**src/serial_link_status_defines.svh**
```systemverilog
// Register indices, field positions, reset values and widths of the serial link status block
// Functional notes
// RULE_01: Channel reg bits 0-3 show channel up
// RULE_02: Channel reg bit 4 set while user clock unlocked
// RULE_03: Channel reg bit 5 shows transceiver PLL lock
// RULE_04: Twelve lane-up bits, three per channel, ordered
// RULE_05: Four 20-bit soft error counts, upper bits zero
// RULE_06: Writing clear bit one zeroes all counters; the code loads 1 into a counter whose error pulse lands in the clear cycle
// RULE_07: Clear bit returns to zero by itself
// RULE_08: Clear bit always reads as zero
// RULE_09: Swing field bits 3:0, default 1001
// RULE_10: Post-cursor field bits 12:8, default zero
// RULE_11: Pre-cursor field bits 20:16, default zero
// RULE_12: Status inputs pass two flops before capture
`ifndef SERIAL_LINK_STATUS_DEFINES_SVH
`define SERIAL_LINK_STATUS_DEFINES_SVH

// Register indices on the host register port
`define IDX_INPUT_CHANNEL_STATE 4'h0
`define IDX_INPUT_LANE_STATE 4'h1
`define IDX_CHAN0_TALLY 4'h2
`define IDX_CHAN1_TALLY 4'h3
`define IDX_CHAN2_TALLY 4'h4
`define IDX_CHAN3_TALLY 4'h5
`define IDX_TALLY_CLEAR 4'h6
`define IDX_CHAN0_DRIVER_TUNING 4'h7

// Field layout
`define NUM_CHANNELS 4
`define NUM_LANES 12
`define TALLY_WIDTH 20
`define BIT_USER_CLOCK_UNLOCKED 4
`define BIT_XCVR_PLL0_LOCKED 5
`define BIT_TALLY_CLEAR 0
`define SWING_LSB 0
`define SWING_MSB 3
`define POST_LSB 8
`define POST_MSB 12
`define PRE_LSB 16
`define PRE_MSB 20

// Reset values and the tally saturation limit
`define SWING_RESET 4'h9
`define POST_RESET 5'h00
`define PRE_RESET 5'h00
`define TALLY_MAX 20'hfffff

`endif

```
**src/serial_link_status_pkg.sv**
```systemverilog
// Types shared by the serial link status register block
package serial_link_status_pkg;

  // Synchronised status of the serial input link
  typedef struct packed {
    logic [3:0] chan_link_up;
    logic [11:0] lane_link_up;
    logic user_clock_unlocked;
    logic xcvr_pll0_locked;
  } link_status_t;

  // Driver settings for the channel 0 mirror-array data outputs
  typedef struct packed {
    logic [3:0] chan0_data_swing;
    logic [4:0] chan0_data_post_emphasis;
    logic [4:0] chan0_data_pre_emphasis;
  } driver_tuning_t;

endpackage

```
**src/serial_link_status_regs.sv**
```systemverilog
// Status, soft error tally and driver tuning registers of the serial input link
`timescale 1ns/1ps
`include "serial_link_status_defines.svh"

module serial_link_status_regs
  import serial_link_status_pkg::*;
(
  // Clock and reset
  input wire logic mclk,
  input wire logic nrst,
  // Link status levels, asynchronous to mclk
  input wire link_status_t link_status_pin,
  // Soft error pulses per channel, on mclk
  input wire logic [3:0] soft_error_event,
  // Host register port
  input wire logic [3:0] reg_index,
  input wire logic reg_write,
  input wire logic reg_read,
  input wire logic [31:0] reg_wdata,
  output logic [31:0] reg_rdata,
  output logic reg_rvalid,
  // Driver settings toward the output transceivers
  output driver_tuning_t driver_tuning
);

  link_status_t sync1_q;
  link_status_t sync1_d;
  link_status_t sync2_q;
  link_status_t sync2_d;
  logic [`TALLY_WIDTH-1:0] tally_q [4];
  logic [`TALLY_WIDTH-1:0] tally_d [4];
  logic clear_pulse_q;
  logic clear_pulse_d;
  driver_tuning_t tuning_q;
  driver_tuning_t tuning_d;
  logic [31:0] rdata_q;
  logic [31:0] rdata_d;
  logic rvalid_q;
  logic rvalid_d;

  // Two-flop synchroniser; only stage two is read
  always_comb
  begin
    sync1_d = link_status_pin; // RULE_12
    sync2_d = sync1_q; // RULE_12
  end

  always_ff @(posedge mclk or negedge nrst)
  begin
    if (!nrst)
    begin
      sync1_q <= '0;
      sync2_q <= '0;
    end
    else
    begin
      sync1_q <= sync1_d;
      sync2_q <= sync2_d;
    end
  end

  // Self-clearing clear strobe; lives one cycle after the write
  always_comb
  begin
    clear_pulse_d = reg_write && (reg_index == `IDX_TALLY_CLEAR)
      && reg_wdata[`BIT_TALLY_CLEAR]; // RULE_06 RULE_07
  end

  // Tallies saturate rather than wrap, so a flood never looks quiet
  always_comb
  begin
    for (int i = 0; i < `NUM_CHANNELS; i++)
    begin
      if (clear_pulse_q)
        tally_d[i] = {19'h0, soft_error_event[i]}; // RULE_06
      else if (soft_error_event[i] && (tally_q[i] != `TALLY_MAX))
        tally_d[i] = tally_q[i] + 20'h00001; // RULE_05
      else
        tally_d[i] = tally_q[i];
    end
  end

  // Driver settings, written as one word
  always_comb
  begin
    tuning_d = tuning_q;
    if (reg_write && (reg_index == `IDX_CHAN0_DRIVER_TUNING))
    begin
      tuning_d.chan0_data_swing = reg_wdata[`SWING_MSB:`SWING_LSB]; // RULE_09
      tuning_d.chan0_data_post_emphasis = reg_wdata[`POST_MSB:`POST_LSB]; // RULE_10
      tuning_d.chan0_data_pre_emphasis = reg_wdata[`PRE_MSB:`PRE_LSB]; // RULE_11
    end
  end

  // Read mux; data held between reads, unmapped indices read zero
  always_comb
  begin
    rdata_d = rdata_q;
    rvalid_d = reg_read;
    if (reg_read)
    begin
      rdata_d = 32'h00000000;
      case (reg_index)
        `IDX_INPUT_CHANNEL_STATE:
        begin
          rdata_d[3:0] = sync2_q.chan_link_up; // RULE_01
          rdata_d[`BIT_USER_CLOCK_UNLOCKED] = sync2_q.user_clock_unlocked; // RULE_02
          rdata_d[`BIT_XCVR_PLL0_LOCKED] = sync2_q.xcvr_pll0_locked; // RULE_03
        end
        `IDX_INPUT_LANE_STATE: rdata_d[11:0] = sync2_q.lane_link_up; // RULE_04
        `IDX_CHAN0_TALLY: rdata_d[19:0] = tally_q[0]; // RULE_05
        `IDX_CHAN1_TALLY: rdata_d[19:0] = tally_q[1];
        `IDX_CHAN2_TALLY: rdata_d[19:0] = tally_q[2];
        `IDX_CHAN3_TALLY: rdata_d[19:0] = tally_q[3];
        `IDX_TALLY_CLEAR: rdata_d = 32'h00000000; // RULE_08
        `IDX_CHAN0_DRIVER_TUNING:
        begin
          rdata_d[`SWING_MSB:`SWING_LSB] = tuning_q.chan0_data_swing;
          rdata_d[`POST_MSB:`POST_LSB] = tuning_q.chan0_data_post_emphasis;
          rdata_d[`PRE_MSB:`PRE_LSB] = tuning_q.chan0_data_pre_emphasis;
        end
        default: rdata_d = 32'h00000000;
      endcase
    end
  end

  // State registers
  always_ff @(posedge mclk or negedge nrst)
  begin
    if (!nrst)
    begin
      for (int i = 0; i < `NUM_CHANNELS; i++)
        tally_q[i] <= '0;
      clear_pulse_q <= 1'b0;
      tuning_q.chan0_data_swing <= `SWING_RESET; // RULE_09
      tuning_q.chan0_data_post_emphasis <= `POST_RESET; // RULE_10
      tuning_q.chan0_data_pre_emphasis <= `PRE_RESET; // RULE_11
      rdata_q <= 32'h00000000;
      rvalid_q <= 1'b0;
    end
    else
    begin
      for (int i = 0; i < `NUM_CHANNELS; i++)
        tally_q[i] <= tally_d[i];
      clear_pulse_q <= clear_pulse_d;
      tuning_q <= tuning_d;
      rdata_q <= rdata_d;
      rvalid_q <= rvalid_d;
    end
  end

  assign reg_rdata = rdata_q;
  assign reg_rvalid = rvalid_q;
  assign driver_tuning = tuning_q;

  // Checks
  property p_chan_read;
    @(posedge mclk) disable iff (!nrst)
    reg_read && reg_index == `IDX_INPUT_CHANNEL_STATE
      |=> reg_rvalid && reg_rdata[3:0] == $past(sync2_q.chan_link_up);
  endproperty
  a_chan_read: assert property (p_chan_read) else $error("channel bits wrong"); // RULE_01

  property p_unlock_read;
    @(posedge mclk) disable iff (!nrst)
    reg_read && reg_index == `IDX_INPUT_CHANNEL_STATE
      |=> reg_rdata[4] == $past(link_status_pin.user_clock_unlocked, 3);
  endproperty
  a_unlock_read: assert property (p_unlock_read) else $error("unlock bit wrong"); // RULE_02

  property p_pll_read;
    @(posedge mclk) disable iff (!nrst)
    reg_read && reg_index == `IDX_INPUT_CHANNEL_STATE
      |=> reg_rdata[5] == $past(sync2_q.xcvr_pll0_locked) && reg_rdata[31:6] == 26'h0;
  endproperty
  a_pll_read: assert property (p_pll_read) else $error("pll bit wrong"); // RULE_03

  property p_lane_read;
    @(posedge mclk) disable iff (!nrst)
    reg_read && reg_index == `IDX_INPUT_LANE_STATE
      |=> reg_rdata == {20'h00000, $past(sync2_q.lane_link_up)};
  endproperty
  a_lane_read: assert property (p_lane_read) else $error("lane bits wrong"); // RULE_04

  property p_tally_count;
    @(posedge mclk) disable iff (!nrst)
    soft_error_event[1] && !clear_pulse_q && tally_q[1] != `TALLY_MAX
      |=> tally_q[1] == $past(tally_q[1]) + 20'h00001;
  endproperty
  a_tally_count: assert property (p_tally_count) else $error("tally missed event"); // RULE_05

  property p_tally_upper;
    @(posedge mclk) disable iff (!nrst)
    reg_read && reg_index == `IDX_CHAN2_TALLY |=> reg_rdata[31:20] == 12'h000;
  endproperty
  a_tally_upper: assert property (p_tally_upper) else $error("tally upper bits set"); // RULE_05

  property p_clear_all;
    @(posedge mclk) disable iff (!nrst)
    reg_write && reg_index == `IDX_TALLY_CLEAR && reg_wdata[0]
      |=> ##1 tally_q[0] <= 20'h1 && tally_q[1] <= 20'h1 && tally_q[2] <= 20'h1
        && tally_q[3] <= 20'h1;
  endproperty
  a_clear_all: assert property (p_clear_all) else $error("tallies not cleared"); // RULE_06

  property p_self_clear;
    @(posedge mclk) disable iff (!nrst)
    clear_pulse_q && !(reg_write && reg_index == `IDX_TALLY_CLEAR && reg_wdata[0])
      |=> !clear_pulse_q;
  endproperty
  a_self_clear: assert property (p_self_clear) else $error("clear bit stuck"); // RULE_07

  property p_clear_reads_zero;
    @(posedge mclk) disable iff (!nrst)
    reg_read && reg_index == `IDX_TALLY_CLEAR |=> reg_rdata == 32'h00000000;
  endproperty
  a_clear_reads_zero: assert property (p_clear_reads_zero) else $error("clear reg nonzero"); // RULE_08

  property p_tuning_write;
    @(posedge mclk) disable iff (!nrst)
    reg_write && reg_index == `IDX_CHAN0_DRIVER_TUNING
      |=> driver_tuning == {$past(reg_wdata[3:0]), $past(reg_wdata[12:8]),
        $past(reg_wdata[20:16])};
  endproperty
  a_tuning_write: assert property (p_tuning_write) else $error("tuning not written"); // RULE_09

  property p_tuning_hold;
    @(posedge mclk) disable iff (!nrst)
    !(reg_write && reg_index == `IDX_CHAN0_DRIVER_TUNING) |=> $stable(driver_tuning);
  endproperty
  a_tuning_hold: assert property (p_tuning_hold) else $error("tuning changed"); // RULE_10 RULE_11

  property p_sync_delay;
    @(posedge mclk) disable iff (!nrst)
    $past(nrst, 2) |-> sync2_q == $past(link_status_pin, 2);
  endproperty
  a_sync_delay: assert property (p_sync_delay) else $error("sync depth wrong"); // RULE_12

  c_clear: cover property (@(posedge mclk) disable iff (!nrst) clear_pulse_q && tally_q[0] != 0);
  c_tally_sat: cover property (@(posedge mclk) disable iff (!nrst) tally_q[2] == `TALLY_MAX);
  c_tune: cover property (@(posedge mclk) disable iff (!nrst)
    reg_write && reg_index == `IDX_CHAN0_DRIVER_TUNING ##1 reg_read);

endmodule

```
**config.mk**
```make
export PLATFORM = sky130hd
export DESIGN_NAME = serial_link_status_regs
export DESIGN_NICKNAME = d
export VERILOG_FILES = /design/src/serial_link_status_pkg.sv /design/src/serial_link_status_regs.sv
export VERILOG_INCLUDE_DIRS = /design/src
export SDC_FILE = /design/constraint.sdc
export NUM_CORES = 1
export LEC_CHECK = 0
export BUFFER_PORTS_ARGS = -buffer_cell sky130_fd_sc_hd__buf_4
export CAP_MARGIN = 20
export CORE_MARGIN = 4
export CORE_UTILIZATION = 29
export DETAILED_ROUTE_END_ITERATION = 8
export PLACE_DENSITY_LB_ADDON = 0.1
export SYNTH_ARGS = -nofsm -noshare
export SYNTH_HDL_FRONTEND = slang
export SYNTH_SLANG_ARGS = --single-unit
```
**constraint.sdc**
```tcl
create_clock -name mclk -period 2.17 [get_ports mclk]
set_clock_uncertainty 0.15 [all_clocks]
set_input_delay 0.651 -clock mclk [delete_from_list [all_inputs] [get_ports mclk]]
set_output_delay 0.651 -clock mclk [all_outputs]
set_load 0.05 [all_outputs]
```
==> impl_metrics.csv, run 1 <==
group,metric,value,unit
status,outcome,"completed",
floorplan,row_count,58,
clock_tree,clockRootBuffer,"clkbuf_16",
clock_tree,clock_sinks,153,
placement,dp.cells,1209,
sta,clock.fmax,489,MHz
placement,place.gp.congestion,0.862,
final_layout,syn_to_final_growth,28.8,%
grt,first_global_vias,6288,
critical_path,crit_chain,"ha_1 -> nand4_1 -> nor4_4 -> a21o_4 -> or4_1 -> a21oi_1",
critical_path,worst-setup-path-type,"reg2reg",
clock_tree,postCtsSetupBuffers,0,
sta,rsz0062_at_grt,"yes",
power_and_ir_drop,switching_share,32.8,%
synth,synth.distinct_cells,65,
sta,final.min_clock_period,2.04,ns
synth,synth.top_cells.by_area,"dfrtp_1 50%, nor2_1 3.7%, xnor2_1 3.1%",
critical_path,crit_path_end_kind,"flip-flop",
critical_path,worstPathRequired,2.37,ns
placement,dp_hpwl,17500,um
critical_path,max_stage_delay,0.52,ns
clock_tree,cts.clk_slew.worst_paths,0.07,ns
critical_path,crit_family,"simple AND/OR/NAND/NOR gates",
floorplan,dieArea,0.0287,mm2
floorplan,ioPinCount,109,
routing,vias,6370,
synth,syn_inst,745,
clock_tree,cts-htree-levels,4,
power_and_ir_drop,cellPowerDensity,856,mW/mm2
grt,grtUsageMet2,25.5,%
sta,tightest_slew,0.518,ns
synth,synth_top_cell_area_share,50.1,%
synth,ys_ff_latch,153,
synth,yosysSeqAreaShare,50.8,%
power_and_ir_drop,pwr-share-clk,35.3,%
synth,synth_edf_count,0,
critical_path,path_buf_inv,0,
synth,synthTopCellsByCount,"151 x dfrtp_1, 75 x nor2_1, 38 x nand2_1",
routing,drc,0,
power_and_ir_drop,ir_worst_vdd,0.417,mV
critical_path,critical_path_arrival,2.24,ns
routing,vias_per_cell,5.13,
clock_tree,numCtsBuffers,17,
synth,async_flop_share,100,%
power_and_ir_drop,leakage,4.24,nW
grt,antenna_found_initial,0,
power_and_ir_drop,p_sw,2.73,mW
synth,synth-main-ff-cell,"dfrtp_1",
floorplan,die_y,169,um
synth,yosys_warnings,0,
placement,io_buffers,79,
floorplan,start_util,29.7,%
routing,dr.first_iter.drc_count,555,
sta,drv_slew,0,
grt,use_met3,3.40,%
floorplan,core_area,0.0254,mm2
grt,grt_pass1_wl,37000,um
grt,grt-busiest-layer,"met2",
critical_path,slowest_stage,"or4_1",
hold_path,hold_path.class,"in2reg",
final_layout,post-route-util,38.2,%
grt,grtUsageMet1,23.9,%
run,maxCapViolCount,0,
clock_tree,cts_tree,"done",
routing,avgRoutedWirePerCell,18.7,um
final_layout,n_antenna_cell,0,
synth,yosysTopAreaCell,"dfrtp_1",
routing,drtAntennaViolNets,0,
power_and_ir_drop,pwr-share-comb,22.7,%
critical_path,start_kind,"flip-flop",
sta,max_slew_margin,65.0,%
final_layout,drive_gt1_share,26.6,%
final_layout,layout.nets,965,
clock_tree,clock_latency,0.43,ns
clock_tree,cts_buffer_depth,2,
grt,grt_max_degree,54,
floorplan,die_w,169,um
routing,first_pass_iters,7,
critical_path,path_max_fanout,11,
power_and_ir_drop,pwr-share-seq,42.0,%
sta,fin_crit_sh,94.2,%
grt,grt_use_total,16.6,%
sta,hold_viol,0,
grt,grt_overflow,0,
sta,setup_viol_count_final,0,
power_and_ir_drop,p_int,5.59,mW
synth,netlist_area,0.00754,mm2
routing,drt_wl_total,23200,um
synth,avgSynthCellArea,10.1,um2
synth,synth_most_common_cell,"dfrtp_1",
final_layout,instances_no_fill,1242,
[cell families after synthesis]
logic type	after synthesis	synth area share (%)
simple gates	286	21.1
compound gates	153	13.4
flops	153	50.8
buf+inv	72	4.56
xor+xnor	50	5.80
mux	26	3.71
fa+ha+maj	4	0.663
other cells	1	0.0497
[flip-flops by register name, summed over array words and instances (netlist names)]
| name | flops |
|---|---|
| driver_tuning | 14 |
| reg_rvalid | 1 |
| clear_pulse_q | 1 |
| reg_rdata | 21 |
| sync2_q | 18 |
| sync1_q | 18 |
| tally_q | 80 |
[per-stage QoR]
stage / cell area, um2 / total power, mW / hold slack [ns] / TNS, ns / worst slack [ns]
4_1_cts: 9690 / 8.43 / 0.156 / 0 / 0.0661
2_1_floorplan: 7580 / 4.52 / 0.181 / 0 / 0.00422
6_report: 9710 / 8.32 / 0.177 / 0 / 0.127
3_5_place_dp: 9100 / 5.44 / 0.185 / -1.03 / -0.120
3_3_place_gp: 9100 / 5.40 / 0.188 / -0.673 / -0.0867
5_1_grt: 9710 / 8.76 / 0.145 / -0.00991 / -0.00991
[power by group through the flow]
stage | sequential (mW) | combinational, mW | clock, mW
floorplan | 3.81 | 0.709 | 0
CTS | 3.50 | 1.91 | 3.02
global route | 3.54 | 2.07 | 3.16
finish | 3.50 | 1.88 | 2.94
global placement | 3.53 | 1.87 | 0
detailed placement | 3.55 | 1.89 | 0
[layout by cell type (no fill, tap or decap), drive strengths merged, types with 10 or more instances in the layout]
master / n
mux2: 16
clkbuf: 19
nand2: 38
nor2: 75
o21ai: 34
nor3: 20
xnor2: 27
inv: 29
mux2i: 10
buf: 173
and4: 14
nand3: 34
a22oi: 25
a21oi: 33
xor2: 23
and3: 17
conb: 11
dfrtp: 151
nand4: 36
[what timing repair did]
action | in CTS | in global routing
resized for setup | 1 | 4
endpoints found under the setup margin | 1 | 7
hold buffers | 1 | 0
endpoints found under the hold margin | 20 | 0
[final timing paths]
kind	slack, ns	startpoint	to	cells after the start
worst max-delay path	0.13	tally_q[20]	tally_q[39]	6
worst min-delay path	0.18	link_status_pin[1]	sync1_q[1]	1
worst max register to register	0.13	tally_q[20]	tally_q[39]	6
worst min register to register	0.20	sync1_q[9]	sync2_q[9]	0
max in group asynchronous	0.71	nrst	reg_rdata[8]	3
min in group asynchronous	0.51	nrst	tally_q[21]	2
[metal layers]
layer / share of wire, % / vias up
li1: - / 3034
met1: 48 / 3105
met2: 45 / 208
met3: 5.4 / 23
met4: 1.6 / 0
met5: 0 / -
[worst register-to-register path: stages (launching register included)]
cell and delay (ns):
dfrtp_1 0.39, ha_1 0.24, nand4_1 0.17, nor4_4 0.08, a21o_4 0.27, or4_1 0.52, a21oi_1 0.15
[area by class of cell]
class	count	area, um2
well taps	330	413
multi-input cells	530	3440
flip-flops and latches	153	3830
inverters	23	86.3
clock buffers	19	443
clock inverters	13	135
fillers	2545	15700
repair buffers	174	1360
Note: power is estimated with default switching activity, not from simulation.
==> inputs of run 2 (changes only) <==
- REMOVE_ABC_BUFFERS: not set -> 1
- clock period: 2.17 -> 2 ns (I/O delays scaled with it)
==> run 2 against run 1 <==
Net effect:
- worst hold slack worse by 0.043 ns
- count of clock-buffer cells in the layout is 1 higher
- total power is 12% higher
- global-route usage is 0.46 points higher
- critical path depth stayed put
- clock power is 12% higher
- register-to-register slack worse by 0.07 ns
- highest routed layer unchanged
==> impl_metrics.csv, run 2 (same netlist as run 1, synthesis figures left out) <==
group,metric,value,unit
clock_tree,cts.clk_slew.worst_paths,0.06,ns
placement,place.gp.congestion,0.849,
critical_path,r2r_setup_slack,0.05,ns
routing,drc,0,
clock_tree,clock_latency,0.42,ns
clock_tree,clock_sinks,153,
hold_path,hold_path.class,"in2reg",
power_and_ir_drop,cellPowerDensity,902,mW/mm2
sta,setup_viol_count_final,0,
sta,clock.fmax,513,MHz
critical_path,worstPathRequired,2.20,ns
clock_tree,numCtsBuffers,17,
placement,io_buffers,79,
routing,drtAntennaViolNets,0,
placement,dp_hpwl,18400,um
routing,vias_per_cell,5.11,
sta,tightest_slew,0.575,ns
sta,fin_crit_sh,97.4,%
power_and_ir_drop,ir_worst_vdd,0.439,mV
final_layout,final_cell_mix,"229 x buf_4, 147 x dfrtp_1, 75 x nor2_1",
sta,drv_slew,0,
floorplan,die_y,169,um
sta,fin_ws,0.0518,ns
routing,dr.first_iter.drc_count,419,
clock_tree,cts_buffer_depth,2,
routing,drt_wl_total,24100,um
final_layout,post-route-util,40.5,%
routing,top_layer,"met4",
floorplan,ioPinCount,109,
grt,grt_max_degree,50,
grt,first_global_vias,6805,
grt,grt_use_total,17.0,%
routing,met3_length,1230,um
routing,avgRoutedWirePerCell,18.5,um
status,outcome,"completed",
critical_path,worst-setup-path-type,"reg2reg",
clock_tree,cts-htree-levels,4,
critical_path,crit_path_end_kind,"flip-flop",
final_layout,largest_reg_flops,80,
grt,grt_overflow,0,
floorplan,die_w,169,um
floorplan,dieArea,0.0287,mm2
final_layout,regMostFlops,"tally_q",
clock_tree,clockRootBuffer,"clkbuf_16",
critical_path,start_kind,"flip-flop",
placement,dp_slack,-0.319,ns
placement,dp.cells,1264,
clock_tree,cts_tree,"done",
sta,hold_viol,0,
routing,wl_met2,11100,um
grt,grt_pass1_wl,38200,um
grt,antenna_found_initial,0,
floorplan,core_area,0.0254,mm2
final_layout,syn_to_final_growth,36.4,%
final_layout,design_area,0.0103,mm2
placement,place_area,0.00952,mm2
routing,first_pass_iters,6,
floorplan,start_util,29.7,%
routing,vias,6666,
floorplan,row_count,58,
sta,final.min_clock_period,1.95,ns
final_layout,layout.nets,1028,
critical_path,critical_path_arrival,2.15,ns
final_layout,instances_no_fill,1305,
final_layout,layout_commonest_cell,"buf_4",
final_layout,n_antenna_cell,0,
power_and_ir_drop,leakage,4.58,nW
sta,rsz0062_at_grt,"yes",
routing,wl_met1,11200,um
critical_path,path_max_fanout,7,
sta,max_slew_margin,61.7,%
final_layout,drive_gt1_share,33.1,%
run,maxCapViolCount,0,
## run 2: per-stage QoR
| step | power (mW) | hold WS, ns | TNS [ns] |
|---|---|---|---|
| final | 9.28 | 0.134 | 0 |
| after global routing | 9.77 | 0.107 | -0.0412 |
| after CTS | 9.35 | 0.115 | 0 |
| after detailed placement | 5.96 | 0.185 | -7.16 |
| after global placement | 5.92 | 0.182 | -6.49 |
| after floorplan | 4.85 | 0.154 | -14.16 |
## run 2: area by class of cell
class | count | area, um2
timing repair buffer | 237 | 1840
fill | 2533 | 15100
clock buffer | 20 | 467
inverter | 23 | 86.3
sequential | 153 | 3840
multi-input combinational | 530 | 3500
tap | 330 | 413
clock inverter | 12 | 140
## run 2: path summary, 6_finish.rpt
check / from / to / depth (start not counted)
min in group asynchronous: nrst / tally_q[19] / 2
min reg2reg: sync1_q[13] / sync2_q[13] / 0
max reg2reg: tally_q[20] / tally_q[33] / 6
min: link_status_pin[7] / sync1_q[7] / 1
max in group asynchronous: nrst / driver_tuning[10] / 3
max: tally_q[20] / tally_q[33] / 6
## run 2: layer usage
layer	vias up	track usage (%)
met5	-	0
met4	0	5.85
met3	31	3.24
met2	186	27.3
met1	3295	23.2
li1	3154	-
## run 2: worst max-delay path: stages (launching register included)
cell and delay, ns:
dfrtp_1 0.40, ha_2 0.20, nand4_1 0.17, nor4_4 0.08, a21o_4 0.24, or4_4 0.51
a21oi_2 0.13
## run 2: repair_timing
action	in CTS	in global routing
gates resized for setup	3	22
endpoints found under the setup margin	4	30
hold endpoints to repair	19	0
setup buffers	4	4
pin swaps	2	9
hold buffers	1	0
## run 2: report_power, final
part           switching [mW]  internal (mW)
clock network            1.35           1.95
logic                    1.28          0.940
registers               0.284           3.47
total                    2.92           6.36
